--- config.mk ---
export PLATFORM = sky130hd
export DESIGN_NAME = twowire_client
export DESIGN_NICKNAME = d
export VERILOG_FILES = /design/src/core/twowire_client.v
export VERILOG_INCLUDE_DIRS = /design/src /design/src/core
export SDC_FILE = /design/constraint.sdc
export NUM_CORES = 1
export LEC_CHECK = 0
export BUFFER_PORTS_ARGS = -buffer_cell sky130_fd_sc_hd__buf_4
export CELL_PAD_IN_SITES_DETAIL_PLACEMENT = 0
export CELL_PAD_IN_SITES_GLOBAL_PLACEMENT = 2
export CORE_MARGIN = 2
export CORE_UTILIZATION = 35
export DETAILED_ROUTE_END_ITERATION = 10
export PLACE_DENSITY = 0.75
export SYNTH_ARGS = -nofsm -noshare
export SYNTH_HDL_FRONTEND = slang
export SYNTH_SLANG_ARGS = --single-unit
--- constraint.sdc ---
create_clock -name clk_i -period 3.7 [get_ports clk_i]
set_input_delay 0 -clock clk_i [delete_from_list [all_inputs] [get_ports clk_i]]
set_output_delay 0 -clock clk_i [all_outputs]
set_load 0.02 [all_outputs]
--- src/core/twowire_defines.vh ---
// constants for the two-wire client interface
`ifndef TWOWIRE_DEFINES_VH
`define TWOWIRE_DEFINES_VH

// ****************************************
// clock and timing
// ****************************************
`define CLK_KHZ        50000
`define CLK_MHZ        50
`define PWRUP_MS       15
`define LOW_TMO_MS     30
`define IDLE_TMO_US    200
`define PWRUP_CYC      (`PWRUP_MS * `CLK_KHZ)
`define LOW_TMO_CYC    (`LOW_TMO_MS * `CLK_KHZ)
`define IDLE_TMO_CYC   (`IDLE_TMO_US * `CLK_MHZ)
`define CNT_W          21

// ****************************************
// strap codes from the resistor decoder
// ****************************************
`define STRAP_GND      3'h0
`define STRAP_56K      3'h1
`define STRAP_68K      3'h2
`define STRAP_82K      3'h3
`define STRAP_100K     3'h4
`define STRAP_120K     3'h5
`define STRAP_150K     3'h6
`define STRAP_VDD      3'h7

// ****************************************
// protocol selection
// ****************************************
`define PROTO_SPI4     2'h0
`define PROTO_SPI3     2'h1
`define PROTO_LINK     2'h2
`define PROTO_TWOWIRE  2'h3

// ****************************************
// client addresses
// ****************************************
`define ADDR_82K       7'h2C
`define ADDR_100K      7'h2B
`define ADDR_120K      7'h2A
`define ADDR_150K      7'h29
`define ADDR_VDD       7'h28

// ****************************************
// bit counter marks and pointer reset value
// ****************************************
`define BIT_FIRST      4'h1
`define BIT_LAST       4'h8
`define BIT_ACK        4'h9
`define PTR_RESET      8'h00

`endif

--- src/core/twowire_client.v ---
// two-wire client interface with strap decode and write FIFO
`timescale 1ns/1ns
`default_nettype none
`include "twowire_defines.vh"

// ****************************************
// write FIFO
// ****************************************
module twowire_fifo #(
    parameter WIDTH = 16,
    parameter DEPTH = 16,
    parameter AW    = 4
) (
    input  wire             clk_i,
    input  wire             rst_i,
    input  wire             in_valid_i,
    output wire             in_ready_o,
    input  wire [WIDTH-1:0] in_data_i,
    output wire             out_valid_o,
    input  wire             out_ready_i,
    output wire [WIDTH-1:0] out_data_o
);
    reg [WIDTH-1:0] mem_q [0:DEPTH-1];
    reg [AW-1:0]    wptr_q;
    reg [AW-1:0]    rptr_q;
    reg [AW:0]      count_q;
    wire            push = in_valid_i && in_ready_o;
    wire            pop  = out_valid_o && out_ready_i;

    assign in_ready_o  = (count_q != DEPTH[AW:0]);
    assign out_valid_o = (count_q != {(AW+1){1'b0}});
    assign out_data_o  = mem_q[rptr_q];

    always @(posedge clk_i) begin
        if (push) begin
            mem_q[wptr_q] <= in_data_i;
        end
    end

    always @(posedge clk_i) begin
        if (rst_i) begin
            wptr_q  <= {AW{1'b0}};
            rptr_q  <= {AW{1'b0}};
            count_q <= {(AW+1){1'b0}};
        end else begin
            if (push) begin
                wptr_q <= wptr_q + 1'b1;
            end
            if (pop) begin
                rptr_q <= rptr_q + 1'b1;
            end
            if (push && !pop) begin
                count_q <= count_q + 1'b1;
            end else if (pop && !push) begin
                count_q <= count_q - 1'b1;
            end
        end
    end
endmodule

// ****************************************
// client top
// ****************************************
module twowire_client #(
    parameter [`CNT_W-1:0] PWRUP_CYC    = `PWRUP_CYC,
    parameter [`CNT_W-1:0] LOW_TMO_CYC  = `LOW_TMO_CYC,
    parameter [`CNT_W-1:0] IDLE_TMO_CYC = `IDLE_TMO_CYC,
    parameter              FIFO_DEPTH   = 16,
    parameter              FIFO_AW      = 4
) (
    input  wire        clk_i,
    input  wire        rst_i,
    input  wire [2:0]  comm_select_strap_i,
    input  wire        spi_cs_n_i,
    input  wire        twowire_clock_line_i,
    input  wire        sda_i,
    output wire        sda_o,
    output wire        sda_oe_o,
    input  wire        timeout_en_i,
    output reg  [1:0]  proto_o,
    output reg         ready_o,
    output wire        spi_sel_o,
    output reg  [7:0]  rd_addr_o,
    input  wire [7:0]  rd_data_i,
    output wire        wr_valid_o,
    input  wire        wr_ready_i,
    output wire [7:0]  wr_addr_o,
    output wire [7:0]  wr_data_o
);
    localparam [2:0] S_IDLE = 3'h0;
    localparam [2:0] S_DEV  = 3'h1;
    localparam [2:0] S_REG  = 3'h2;
    localparam [2:0] S_WDAT = 3'h3;
    localparam [2:0] S_TX   = 3'h4;
    localparam [2:0] S_SKIP = 3'h5;
    function [7:0] ptr_next(input [7:0] p);
        ptr_next = p + 8'h01;
    endfunction

    // ****************************************
    // pin synchronisers
    // ****************************************
    reg        scl_m_q;
    reg        scl_s_q;
    reg        scl_p_q;
    reg        sda_m_q;
    reg        sda_s_q;
    reg        sda_p_q;
    reg        cs_m_q;
    reg        cs_s_q;
    reg  [2:0] strap_m_q;
    reg  [2:0] strap_s_q;

    always @(posedge clk_i) begin
        if (rst_i) begin
            scl_m_q   <= 1'b1;
            scl_s_q   <= 1'b1;
            scl_p_q   <= 1'b1;
            sda_m_q   <= 1'b1;
            sda_s_q   <= 1'b1;
            sda_p_q   <= 1'b1;
            cs_m_q    <= 1'b1;
            cs_s_q    <= 1'b1;
            strap_m_q <= 3'h0;
            strap_s_q <= 3'h0;
        end else begin
            scl_m_q   <= twowire_clock_line_i;
            scl_s_q   <= scl_m_q;
            scl_p_q   <= scl_s_q;
            sda_m_q   <= sda_i;
            sda_s_q   <= sda_m_q;
            sda_p_q   <= sda_s_q;
            cs_m_q    <= spi_cs_n_i;
            cs_s_q    <= cs_m_q;
            strap_m_q <= comm_select_strap_i;
            strap_s_q <= strap_m_q;
        end
    end

    // host stretching just delays these edges; scl is never driven
    wire scl_rise  = scl_s_q && !scl_p_q;
    wire scl_fall  = !scl_s_q && scl_p_q;
    wire start_det = scl_s_q && scl_p_q && sda_p_q && !sda_s_q;
    wire stop_det  = scl_s_q && scl_p_q && !sda_p_q && sda_s_q;

    // ****************************************
    // power-up wait and strap capture
    // ****************************************
    reg [`CNT_W-1:0] pwr_cnt_q;
    reg [6:0]        dev_addr_q;

    always @(posedge clk_i) begin
        if (rst_i) begin
            pwr_cnt_q  <= {`CNT_W{1'b0}};
            ready_o    <= 1'b0;
            proto_o    <= `PROTO_SPI4;
            dev_addr_q <= `ADDR_VDD;
        end else if (!ready_o) begin
            // strap sampled at end of wait, once synchronised levels settled
            if (pwr_cnt_q == PWRUP_CYC - 1'b1) begin
                ready_o <= 1'b1;
                case (strap_s_q)
                    `STRAP_GND: proto_o <= `PROTO_SPI4;
                    `STRAP_56K: proto_o <= `PROTO_SPI3;
                    `STRAP_68K: proto_o <= `PROTO_LINK;
                    `STRAP_82K: begin
                        proto_o    <= `PROTO_TWOWIRE;
                        dev_addr_q <= `ADDR_82K;
                    end
                    `STRAP_100K: begin
                        proto_o    <= `PROTO_TWOWIRE;
                        dev_addr_q <= `ADDR_100K;
                    end
                    `STRAP_120K: begin
                        proto_o    <= `PROTO_TWOWIRE;
                        dev_addr_q <= `ADDR_120K;
                    end
                    `STRAP_150K: begin
                        proto_o    <= `PROTO_TWOWIRE;
                        dev_addr_q <= `ADDR_150K;
                    end
                    default: begin
                        proto_o    <= `PROTO_TWOWIRE;
                        dev_addr_q <= `ADDR_VDD;
                    end
                endcase
            end
            pwr_cnt_q <= pwr_cnt_q + 1'b1;
        end
    end

    wire active = ready_o && (proto_o == `PROTO_TWOWIRE);
    // chip select only reaches the SPI side
    assign spi_sel_o = ready_o && (proto_o != `PROTO_TWOWIRE) && (proto_o != `PROTO_LINK) && !cs_s_q;

    // ****************************************
    // bus timeouts
    // ****************************************
    reg [`CNT_W-1:0] low_cnt_q;
    reg [`CNT_W-1:0] idle_cnt_q;
    reg              tmo_q;

    always @(posedge clk_i) begin
        if (rst_i || !timeout_en_i) begin
            low_cnt_q  <= {`CNT_W{1'b0}};
            idle_cnt_q <= {`CNT_W{1'b0}};
            tmo_q      <= 1'b0;
        end else begin
            low_cnt_q  <= scl_s_q ? {`CNT_W{1'b0}} : low_cnt_q + 1'b1;
            idle_cnt_q <= (scl_s_q && sda_s_q) ? idle_cnt_q + 1'b1 : {`CNT_W{1'b0}};
            tmo_q      <= (low_cnt_q == LOW_TMO_CYC - 1'b1)
                       || (idle_cnt_q == IDLE_TMO_CYC);
        end
    end

    // ****************************************
    // write FIFO toward the register file
    // ****************************************
    reg        push_q;
    reg  [7:0] push_addr_q;
    reg  [7:0] push_data_q;
    wire       push_ready;

    // no stretching possible, so a full FIFO is answered by not acknowledging
    twowire_fifo #(
        .WIDTH (16),
        .DEPTH (FIFO_DEPTH),
        .AW    (FIFO_AW)
    ) u_fifo (
        .clk_i       (clk_i),
        .rst_i       (rst_i),
        .in_valid_i  (push_q),
        .in_ready_o  (push_ready),
        .in_data_i   ({push_addr_q, push_data_q}),
        .out_valid_o (wr_valid_o),
        .out_ready_i (wr_ready_i),
        .out_data_o  ({wr_addr_o, wr_data_o})
    );

    // ****************************************
    // byte engine
    // ****************************************
    reg [2:0] state_q;
    reg [2:0] next_q;
    reg [3:0] cnt_q;
    reg [7:0] shift_q;
    reg       oe_q;
    reg       host_nack_q;

    wire is_rx = (state_q == S_DEV) || (state_q == S_REG) || (state_q == S_WDAT);
    assign sda_o    = 1'b0;
    assign sda_oe_o = oe_q;

    always @(posedge clk_i) begin
        push_q <= 1'b0;
        if (rst_i) begin
            state_q     <= S_IDLE;
            next_q      <= S_IDLE;
            cnt_q       <= 4'h0;
            shift_q     <= 8'h00;
            oe_q        <= 1'b0;
            host_nack_q <= 1'b0;
            rd_addr_o   <= `PTR_RESET;
            push_addr_q <= 8'h00;
            push_data_q <= 8'h00;
        end else if (!active || stop_det || tmo_q) begin
            state_q <= S_IDLE;
            cnt_q   <= 4'h0;
            oe_q    <= 1'b0;
        end else if (start_det) begin
            state_q <= S_DEV;
            cnt_q   <= 4'h0;
            oe_q    <= 1'b0;
        end else if (scl_rise) begin
            if (is_rx && cnt_q < `BIT_LAST) begin
                shift_q <= {shift_q[6:0], sda_s_q};
                cnt_q   <= cnt_q + 1'b1;
            end else if (state_q == S_TX && cnt_q == `BIT_ACK) begin
                host_nack_q <= sda_s_q;
                if (!sda_s_q) begin
                    rd_addr_o <= ptr_next(rd_addr_o);
                end
            end
        end else if (scl_fall) begin
            if (is_rx && cnt_q == `BIT_LAST) begin
                cnt_q <= `BIT_ACK;
                case (state_q)
                    S_DEV: begin
                        if (shift_q[7:1] == dev_addr_q) begin
                            oe_q   <= 1'b1;
                            next_q <= shift_q[0] ? S_TX : S_REG;
                        end else begin
                            state_q <= S_SKIP;
                        end
                    end
                    S_REG: begin
                        rd_addr_o <= shift_q;
                        oe_q      <= 1'b1;
                        next_q    <= S_WDAT;
                    end
                    default: begin
                        if (push_ready) begin
                            push_q      <= 1'b1;
                            push_addr_q <= rd_addr_o;
                            push_data_q <= shift_q;
                            rd_addr_o   <= ptr_next(rd_addr_o);
                            oe_q        <= 1'b1;
                            next_q      <= S_WDAT;
                        end else begin
                            state_q <= S_SKIP;
                        end
                    end
                endcase
            end else if (is_rx && cnt_q == `BIT_ACK) begin
                state_q <= next_q;
                if (next_q == S_TX) begin
                    // read from current pointer, no address needed
                    shift_q <= rd_data_i;
                    oe_q    <= !rd_data_i[7];
                    cnt_q   <= `BIT_FIRST;
                end else begin
                    oe_q  <= 1'b0;
                    cnt_q <= 4'h0;
                end
            end else if (state_q == S_TX) begin
                if (cnt_q < `BIT_LAST) begin
                    oe_q    <= !shift_q[6];
                    shift_q <= {shift_q[6:0], 1'b0};
                    cnt_q   <= cnt_q + 1'b1;
                end else if (cnt_q == `BIT_LAST) begin
                    oe_q  <= 1'b0;
                    cnt_q <= `BIT_ACK;
                end else if (!host_nack_q) begin
                    shift_q <= rd_data_i;
                    oe_q    <= !rd_data_i[7];
                    cnt_q   <= `BIT_FIRST;
                end else begin
                    oe_q    <= 1'b0;
                    state_q <= S_SKIP;
                end
            end
        end
    end
endmodule
`default_nettype wire

==> run metrics, run 1 <==
outcome=finished, final reports clean; Power Total=roughly 11 mW; Period Utilization, post-route=between 80% and 90%; total CTS buffers=44; CP endpoint kind=flip-flop; initial antenna violation count=0; Slew HR=26.5%; Detailed Routing Iterations Pass 1=5; Hold WS=about 0.16 ns; level count of the clock H-tree=2; Post-CTS Resized=0; io pins=49; Clk pin slew, worst setup/hold paths=0.06 ns; largest net degree at the start of global routing=65; internal power=8.06 mW; R2R depth=11; max frequency=0.325 GHz; Post-layout nets=1291; FF+latch count, synth=402; Post-Route M1 WL=between 15 and 20 mm; Syn Inst Count=1170; Worst Hold End=scl_m_q; DRC=0; Flop pwr share=between 40% and 50%; Ys Warns=0; number of flops mapped to enable cells by yosys=around 260; syn_area_per_cell=around 14 um2; setup TNS=0 ns; Die Area=around 0.049 mm2; chip height=222 um; LEAKAGE=about 6.4 nW; worst r2r dst=u_fifo.count_q[4]; hold_sp=twowire_clock_line_i; syn_nets=approximately 1200; Syn-to-layout area delta=16.2%; Worst Hold Class=input port to flip-flop; Max Cap Viol=0; WL/cell=approximately 19 um; VDD IR max=374 uV; layout cells sized above 1=20.6%; reg2reg setup slack=0.62 ns; combinational share of power=13.5%; Antenna diodes=0; Final Max Tran Viols=0; async set-reset flop share out of synthesis=0%; top layer in use=met4; RR Startpoint=u_fifo.count_q[0]; DP HPWL=22.5 mm; first-pass GRT wire length=56.6 mm; crit path max fanout=7; Least-Margin Pin Slew=between 1 and 1.5 ns; Seq/Total Area, Yosys=63.6%; CTS tree=done; RSZ-0062 raised after global routing=false; Worst Hold Depth=3; final WL=36.1 mm; Psw=2.54 mW; gr usage total=14.6%; Final ANT Viol Nets=0; via count=9677; mapped cell area=0.0167 mm2; Tmin final=3.08 ns; clk buf depth=3; Clock Latency Late Sink=about 0.56 ns; Vias/cell=a little over 5; power density cells=546 mW/mm2; Arr. time, crit path=around 3.6 ns; met2 wire len=around 17 mm; clk_skew=0.0108 ns; final hold violations=0; Placer Congestion=0.721; ys flop type=edfxtp_1; IO buf count=47; GR Overflow Total=0; Req. time, crit path=4.18 ns; switch share=23.9%; Final setup viols=0; count of cell types in the netlist=78; Iteration-0 DRC Markers=636; Clock Sinks=about 400; clock share of power=40.6%; Die W=222 um; met3 WL=1.49 mm; Initial Util=35.2%; crit path kind=flip-flop to flip-flop; Startpoint Class=flip-flop; site row count=80; clk root buf=clkbuf_16; vias in the first global route=roughly 9700; CORE AREA=0.0474 mm2
[cell usage after synthesis (all sizes together) (9+ instances only)]
cell	number	share of area, %
inv	27	0.61
o21ai	34	1.0
xor2	29	1.5
a21oi	44	1.4
edfxtp	256	46
nand3	27	0.81
buf	27	1.0
nor2b	16	0.60
nor4	17	0.91
and2	10	0.38
nand2	63	1.4
dfxtp	146	18
nor3	22	0.66
xnor2	37	1.9
o31ai	10	0.45
nor2	121	2.8
mux4	80	11
mux2i	22	1.3
clkbuf	30	0.85
ha	20	1.5
or3	9	0.34
nand4	27	1.2
[cells in the final DEF, fill, tap and decap left out, types with 34 or more instances in the layout]
cell type	count
edfxtp_1	256
a21oi_1	42
mux4_2	80
clkbuf_16	45
o21ai_0	34
buf_4	69
nand2_1	63
dfxtp_1	144
xnor2_1	37
nor2_1	114
[registers in the layout, summed over array words and instances, names as in the netlist, 2 cells and up, named ones only]
signal	cells
cnt_q	4
dev_addr_q	3
idle_cnt_q	21
low_cnt_q	21
next_q	3
proto_o	2
push_addr_q	8
push_data_q	8
pwr_cnt_q	21
rd_addr_o	8
shift_q	8
state_q	3
strap_m_q	3
strap_s_q	3
u_fifo.count_q	5
u_fifo.mem_q	256
u_fifo.rptr_q	4
u_fifo.wptr_q	4
[critical path, cell delays in order (launching register included)]
cell and delay, ns:
dfxtp_1 0.37, nor4_4 0.49, a21boi_0 0.32, inv_1 0.14, ha_1 0.19, inv_1 0.11, fa_1 0.48, a21o_1 0.17
a21oi_1 0.18, xnor2_1 0.10, or3_1 0.31, a21oi_1 0.14
[cell type report]
type	instances	area [um2]
fill	4372	28000
multi-input combinational	684	5710
tap	615	769
sequential	402	10600
timing repair buffer	93	778
clock buffer	53	1190
clock inverter	26	243
inverter	27	101
[power groups by stage]
stage               Combinational [mW]  Sequential, mW  Clock [mW]
floorplan                         1.15            4.89           0
global placement                  1.44            4.97           0
detailed placement                1.45            4.97           0
CTS                               1.46            4.87        4.44
global route                      1.54            4.89        4.63
finish                            1.43            4.87        4.30
[per-stage QoR]
| step | worst slack [ns] | area [um2] | utilization [%] | cells |
|---|---|---|---|---|
| 3_3_place_gp | 0.675 | 17800 | 37.4 | 1799 |
| 5_1_grt | 0.370 | 19400 | 40.9 | 1900 |
| 3_5_place_dp | 0.641 | 17800 | 37.4 | 1799 |
| 6_report | 0.622 | 19400 | 40.9 | 1900 |
| 2_1_floorplan | 0.949 | 16700 | - | 1170 |
| 4_1_cts | 0.612 | 19400 | 40.9 | 1900 |
[kinds of logic (layout without fill, tap and decap cells)]
family | count (synthesis) | in the layout | share of synthesized area (%)
buf+inv | 84 | 199 | 2.49
xor+xnor | 66 | 66 | 3.46
mux | 102 | 102 | 12.1
fa+ha+maj | 21 | 21 | 1.62
simple gates | 362 | 362 | 11.5
other cells | 1 | 1 | 0.0225
compound gates | 132 | 132 | 5.23
flops | 402 | 402 | 63.6
[worst max path at each step]
stage | startpoint | end | slack [ns]
6_report | u_fifo.count_q[0] | u_fifo.count_q[4] | 0.62
3_5_place_dp | u_fifo.count_q[0] | u_fifo.count_q[4] | 0.64
2_1_floorplan | u_fifo.count_q[0] | u_fifo.count_q[4] | 0.95
3_3_place_gp | u_fifo.count_q[0] | u_fifo.count_q[4] | 0.67
5_1_grt | u_fifo.count_q[0] | u_fifo.count_q[4] | 0.37
4_1_cts | u_fifo.count_q[0] | u_fifo.count_q[4] | 0.61
[what timing repair did]
action / CTS / global route
hold endpoints to repair: 47 / 0
buffers inserted: 0 / 0
hold buffers: 22 / 0
[routing by layer]
metal	GRT usage, %	vias up
li1	-	4587
met4	4.07	0
met1	19.8	4866
met3	2.38	50
met5	0	-
met2	24.4	174
Power figures use the tool's default switching activity.
==> run 2, diff against run 1 <==
Clock period 3.7 ns to 3.05 ns, I/O delays scaled along.
==> run 2 against run 1 <==
Net effect: critical path type unchanged; combinational power grew 24%; sequential share of layout area shrank 0.18 points; worst setup slack lost 0.28 ns; fmax grew 14%; clock power grew 23%; power grew 22%; hold slack lost 0.14 ns; cell count grew 0.26%; flip-flop and latch count is the same.
==> run metrics, run 2 (same netlist as run 1, synthesis figures left out) <==
outcome=finished, final reports clean (unchanged); clk root buf=clkbuf_16 (unchanged); crit path max fanout=4 (was 7); Clock Latency Late Sink=0.55 ns (was 0.56 ns); Vias/cell=5.05 (was 5.09); CTS tree=done (unchanged); RSZ-0062 raised after global routing=false (unchanged); GR Layer Usage met3=2.47% (was 2.38%); Antenna diodes=0 (unchanged); Finished Layout Cells=1905 (was 1900); LEAKAGE=6.48 nW (was 6.43 nW); crit path kind=flip-flop to flip-flop (unchanged); Max Cap Viol=0 (unchanged); Clk pin slew, worst setup/hold paths=0.06 ns (about the same); CORE AREA=0.0474 mm2 (unchanged); Period Utilization, post-route=88.7% (was 83.2%); Top reg by flops=u_fifo.mem_q (unchanged); Placed Area=0.0178 mm2 (about the same); clk_skew=0.0174 ns (was 0.0108 ns); Arr. time, crit path=3.18 ns (was 3.56 ns); chip height=222 um (unchanged); final WL=35.5 mm (was 36.1 mm); final core occ=41.0% (was 40.9%); io pins=49 (unchanged); Initial Util=35.2% (unchanged); Worst path slowest cell=fa_1 (was nor4_4); initial antenna violation count=0 (unchanged); CP max stage delay=0.47 ns (was 0.49 ns); cell chain of the critical path=nor4_4, a21boi_0, inv_1, ha_1, inv_1, fa_1, a21o_1, a21oi_1, xnor2_1, or3_1, a21oi_1 (unchanged); Buf+Inv Stages, Crit Path=2 (unchanged); first-pass GRT wire length=56.3 mm (was 56.6 mm); Final setup viols=0 (unchanged); Syn-to-layout area delta=16.6% (was 16.2%); Power Total=13.0 mW (was 10.6 mW); Post-layout nets=1294 (was 1291); max frequency=0.370 GHz (was 0.325 GHz); power density cells=667 mW/mm2 (was 546 mW/mm2); WL/cell=18.6 um (was 19.0 um); Least-Margin Pin Slew=0.983 ns (was 1.10 ns); Startpoint Class=flip-flop (unchanged); max reg flops=256 (unchanged); setup TNS=0 ns (unchanged); Final Max Tran Viols=0 (unchanged); CP endpoint kind=flip-flop (unchanged); Crit path max-delay family=adder cells (was compound AO/OA/AOI/OAI gates); Die Area=0.0495 mm2 (unchanged); Placer Congestion=0.732 (was 0.721); DRC=0 (unchanged); IO buf count=47 (unchanged); final hold violations=0 (unchanged); layout cells sized above 1=21.1% (was 20.6%); Final ANT Viol Nets=0 (unchanged); Slew HR=34.3% (was 26.5%); VDD IR max=322 uV (was 374 uV); largest net degree at the start of global routing=51 (was 65); Worst Hold Class=input port to flip-flop (unchanged); Post-CTS Setup Bufs=0 (unchanged); level count of the clock H-tree=2 (unchanged); Final Cell Area=0.0195 mm2 (was 0.0194 mm2); met2 usage=24.7% (was 24.4%); Die W=222 um (unchanged); DP HPWL=21.6 mm (was 22.5 mm); gr usage total=14.5% (was 14.6%); Req. time, crit path=3.52 ns (was 4.18 ns); clk buf depth=3 (unchanged); via count=9618 (was 9677); commonest non-fill, non-tap cell in the layout=edfxtp_1 (unchanged); Detailed Routing Iterations Pass 1=8 (was 5); site row count=80 (unchanged); placed cell count=1806 (was 1799); vias in the first global route=9772 (was 9650); Clock Sinks=402 (unchanged); total CTS buffers=43 (was 44); fillcell total=4402 (was 4372); Iteration-0 DRC Markers=708 (was 636); GR met1 Demand/Resource=18.9% (was 19.8%); Tmin final=2.71 ns (was 3.08 ns); GR Overflow Total=0 (unchanged); Top Usage Layer GRT=met2 (unchanged); commonest non-fill, non-tap cells in the layout=edfxtp_1, dfxtp_1, nor2_1, mux4_2, buf_4 (unchanged)
==> run 2: routing by layer <==
metal	part of all wire, %	vias to the layer above
li1	-	4595
met4	2.7	0
met2	49	190
met5	0	-
met1	44	4773
met3	3.8	60
==> run 2: final timing paths <==
check	from	endpoint	slack (ns)	cells after the start
setup / recovery	u_fifo.count_q[0]	u_fifo.count_q[4]	0.34	11
hold / removal	wr_ready_i	flip-flop	0.03	5
setup reg to reg	u_fifo.count_q[0]	u_fifo.count_q[4]	0.34	11
hold reg to reg	scl_m_q	scl_s_q	0.41	1
==> run 2: metrics by stage <==
stage	worst slack [ns]	hold slack, ns
2_1_floorplan	0.299	0.104
3_3_place_gp	0.408	0.188
3_5_place_dp	0.395	0.189
4_1_cts	0.319	0.00662
5_1_grt	0.195	0.0185
6_report	0.344	0.0275
==> run 2: repair_timing <==
item	in CTS	in global routing
gates resized for setup	0	0
setup endpoints to repair	0	0
endpoints found under the hold margin	47	0
hold buffers	19	0
==> run 2: power breakdown <==
part / internal (mW) / switching [mW]
clock: 3.15 / 2.16
combinational: 1.00 / 0.773
sequential: 5.78 / 0.117
total: 9.93 / 3.05
==> run 2: worst register-to-register path, delay by kind of cell, from the launching register on <==
kind | cells | cell delay [ns]
flip-flops | 1 | 0.38
buffers and inverters | 2 | 0.21
AND/OR/NAND/NOR | 2 | 0.64
XOR/XNOR | 1 | 0.09
AO/OA/AOI/OAI | 4 | 0.65
adder cells (fa/ha/maj) | 2 | 0.66
==> run 2: area by class of cell <==
cell class	instances	area [um2]	share of cell area [%]
timing repair buffer	97	813	4.18
multi-input combinational	684	5710	29.3
clock buffer	61	1210	6.24
sequential	402	10600	54.5
inverter	27	101	0.521
clock inverter	19	244	1.25
tap	615	769	3.95
==> run 3, diff against run 2 <==
Settings changed: HOLD_SLACK_MARGIN from default to 0.05, RECOVER_POWER from default to 100, SYNTH_HIERARCHICAL from default to 1.
==> run 3 against run 2 <==
Net effect: first-iteration DRC count down 4.4%; combinational power up 4%; worst setup slack worse by 0.13 ns; via count up 2.9%; critical path type unchanged.
==> run metrics, run 3 <==
outcome=finished, final reports clean (unchanged); LEAKAGE=6.08 nW (was 6.48 nW); VDD IR max=350 uV (was 322 uV); Antenna diodes=0 (unchanged); Synth area leaders=edfxtp_1, dfxtp_1, mux4_2 (unchanged); IO buf count=47 (unchanged); vias in the first global route=9788 (was 9772); CP endpoint kind=flip-flop (unchanged); Placer Congestion=0.748 (was 0.732); Syn Inst Count=1193 (was 1170); Top reg by flops=u_fifo/mem_q (was u_fifo.mem_q); CORE AREA=0.0474 mm2 (unchanged); clk buf depth=3 (unchanged); fillcell total=4413 (was 4402); crit path max fanout=5 (was 4); Clock Latency Late Sink=0.57 ns (was 0.55 ns); GR Overflow Total=0 (unchanged); Ys Warns=6 (was 0); Worst Hold Class=input port to flip-flop (unchanged); final core occ=40.3% (was 41.0%); Yosys top cell area share=46.0% (about the same); number of flops mapped to enable cells by yosys=256 (unchanged); first-pass GRT wire length=58.0 mm (was 56.3 mm); setup TNS=0 ns (unchanged); site row count=80 (unchanged); Post-layout nets=1321 (was 1294); power density cells=663 mW/mm2 (was 667 mW/mm2); DP HPWL=22.6 mm (was 21.6 mm); Clk pin slew, worst setup/hold paths=0.06 ns (about the same); syn_nets=1232 (was 1209); Max Cap Viol=0 (unchanged); mapped cell area=0.0167 mm2 (about the same); Least-Margin Pin Slew=1.35 ns (was 0.983 ns); CTS tree=done (unchanged); Req. time, crit path=3.51 ns (was 3.52 ns); layout cells sized above 1=14.4% (was 21.1%); reg2reg setup slack=0.22 ns (was 0.34 ns); max frequency=0.353 GHz (was 0.370 GHz); Synth area leader=edfxtp_1 (unchanged); Initial Util=35.2% (about the same); gr usage total=15.1% (was 14.5%); most common cell in the netlist=edfxtp_1 (unchanged); io pins=49 (unchanged); Slew HR=9.24% (was 34.3%); count of cell types in the netlist=80 (was 78); via count=9898 (was 9618); Final setup viols=0 (unchanged); DRC=0 (unchanged); initial antenna violation count=0 (unchanged); async set-reset flop share out of synthesis=0% (unchanged); largest net degree at the start of global routing=65 (was 51); WL/cell=19.0 um (was 18.6 um); chip height=223 um (was 222 um); Tmin final=2.83 ns (was 2.71 ns); max reg flops=256 (unchanged); level count of the clock H-tree=2 (unchanged); final hold violations=0 (unchanged); Die W=223 um (was 222 um); Seq/Total Area, Yosys=63.5% (was 63.6%); crit path kind=flip-flop to flip-flop (unchanged); hold buffers post-CTS=25 (was 19); FF+latch count, synth=402 (unchanged); Syn-to-layout area delta=14.5% (was 16.6%); Vias/cell=5.12 (was 5.05); final WL=36.8 mm (was 35.5 mm); Post-CTS Setup Bufs=0 (unchanged); Iteration-0 DRC Markers=677 (was 708); Post-CTS Resized=0 (unchanged); clk root buf=clkbuf_16 (unchanged); Period Utilization, post-route=92.9% (was 88.7%); most frequent cells after synthesis=edfxtp_1, dfxtp_1, nor2_1 (unchanged); Arr. time, crit path=3.29 ns (was 3.18 ns); Detailed Routing Iterations Pass 1=4 (was 8); ys flop type=edfxtp_1 (unchanged); clk_skew=0.00834 ns (was 0.0174 ns); commonest non-fill, non-tap cell in the layout=edfxtp_1 (unchanged); Die Area=0.0495 mm2 (about the same); commonest non-fill, non-tap cells in the layout=edfxtp_1, dfxtp_1, nor2_1, mux4_2, nand2_1 (was edfxtp_1, dfxtp_1, nor2_1, mux4_2, buf_4); total CTS buffers=43 (unchanged); syn_area_per_cell=14.0 um2 (was 14.3 um2); Final Max Tran Viols=0 (unchanged); Final ANT Viol Nets=0 (unchanged); Startpoint Class=flip-flop (unchanged); RSZ-0062 raised after global routing=false (unchanged); Clock Sinks=402 (unchanged)
==> run 3: cell count changes after synthesis, sizes merged, moves of 6 or more <==
| cell | previous run | this run |
|---|---|---|
| a311oi | 3 | 10 |
| a22oi | 1 | 33 |
| nand2 | 63 | 53 |
| nand4 | 27 | 14 |
| mux2i | 22 | 34 |
| inv | 27 | 34 |
| nor2 | 121 | 114 |
| mux4 | 80 | 64 |
| a211o | 8 | 1 |
| or3 | 9 | 15 |
==> run 3: worst max-delay path, cell delays in order, from the launching register on <==
cell	delay [ns]
dfxtp_1	0.36
or4_4	0.61
o21ai_4	0.15
inv_1	0.10
ha_1	0.22
inv_1	0.17
ha_1	0.30
a21oi_1	0.20
a211oi_1	0.10
a31oi_1	0.17
mux2_2	0.34
==> run 3: layer usage <==
layer / GRT usage [%] / routed length (um) / part of all wire, %
met5: 0 / 0 / 0
met1: 20.7 / 16600 / 45
met2: 24.2 / 17400 / 47
met3: 3.39 / 2080 / 5.6
met4: 4.05 / 709 / 1.9
==> run 3: metrics by stage <==
stage	instance area (um2)	total power, mW	hold WS [ns]	std cells	setup WS, ns
2_1_floorplan	16700	7.48	0.104	1193	0.329
3_3_place_gp	17800	7.98	0.187	1827	0.268
3_5_place_dp	17800	8.00	0.186	1827	0.260
4_1_cts	19400	13.0	0.119	1932	0.253
5_1_grt	19100	13.3	0.142	1932	0.0235
6_report	19100	12.7	0.154	1932	0.215
==> run 3: power by group <==
| group | switching, mW | internal [mW] |
|---|---|---|
| Combinational | 0.899 | 0.956 |
| Sequential | 0.156 | 5.79 |
| Clock | 2.13 | 2.76 |
==> run 3: cell type report <==
cell class / instances / area (um2) / share of cell area [%]
Sequential cell: 402 / 10600 / 55.5
Multi-Input combinational cell: 700 / 5620 / 29.4
Clock buffer: 57 / 1150 / 6.00
Tap cell: 615 / 769 / 4.02
Timing Repair Buffer: 101 / 691 / 3.61
Clock inverter: 23 / 164 / 0.857
Inverter: 34 / 128 / 0.667
==> run 3: worst paths after layout <==
| check | start | to | cells after the start |
|---|---|---|---|
| min reg2reg | sda_m_q | sda_s_q | 1 |
| max | u_fifo/count_q[0] | u_fifo/count_q[4] | 10 |
| max reg2reg | u_fifo/count_q[0] | u_fifo/count_q[4] | 10 |
| min | twowire_clock_line_i | scl_m_q | 3 |
==> run 3: cells by family after synthesis <==
| group | synth area share (%) |
|---|---|
| compound gates | 6.98 |
| other cells | 0.0224 |
| fa+ha+maj | 1.62 |
| mux | 10.7 |
| flops | 63.5 |
| buf+inv | 2.57 |
| simple gates | 11.4 |
| xor+xnor | 3.25 |
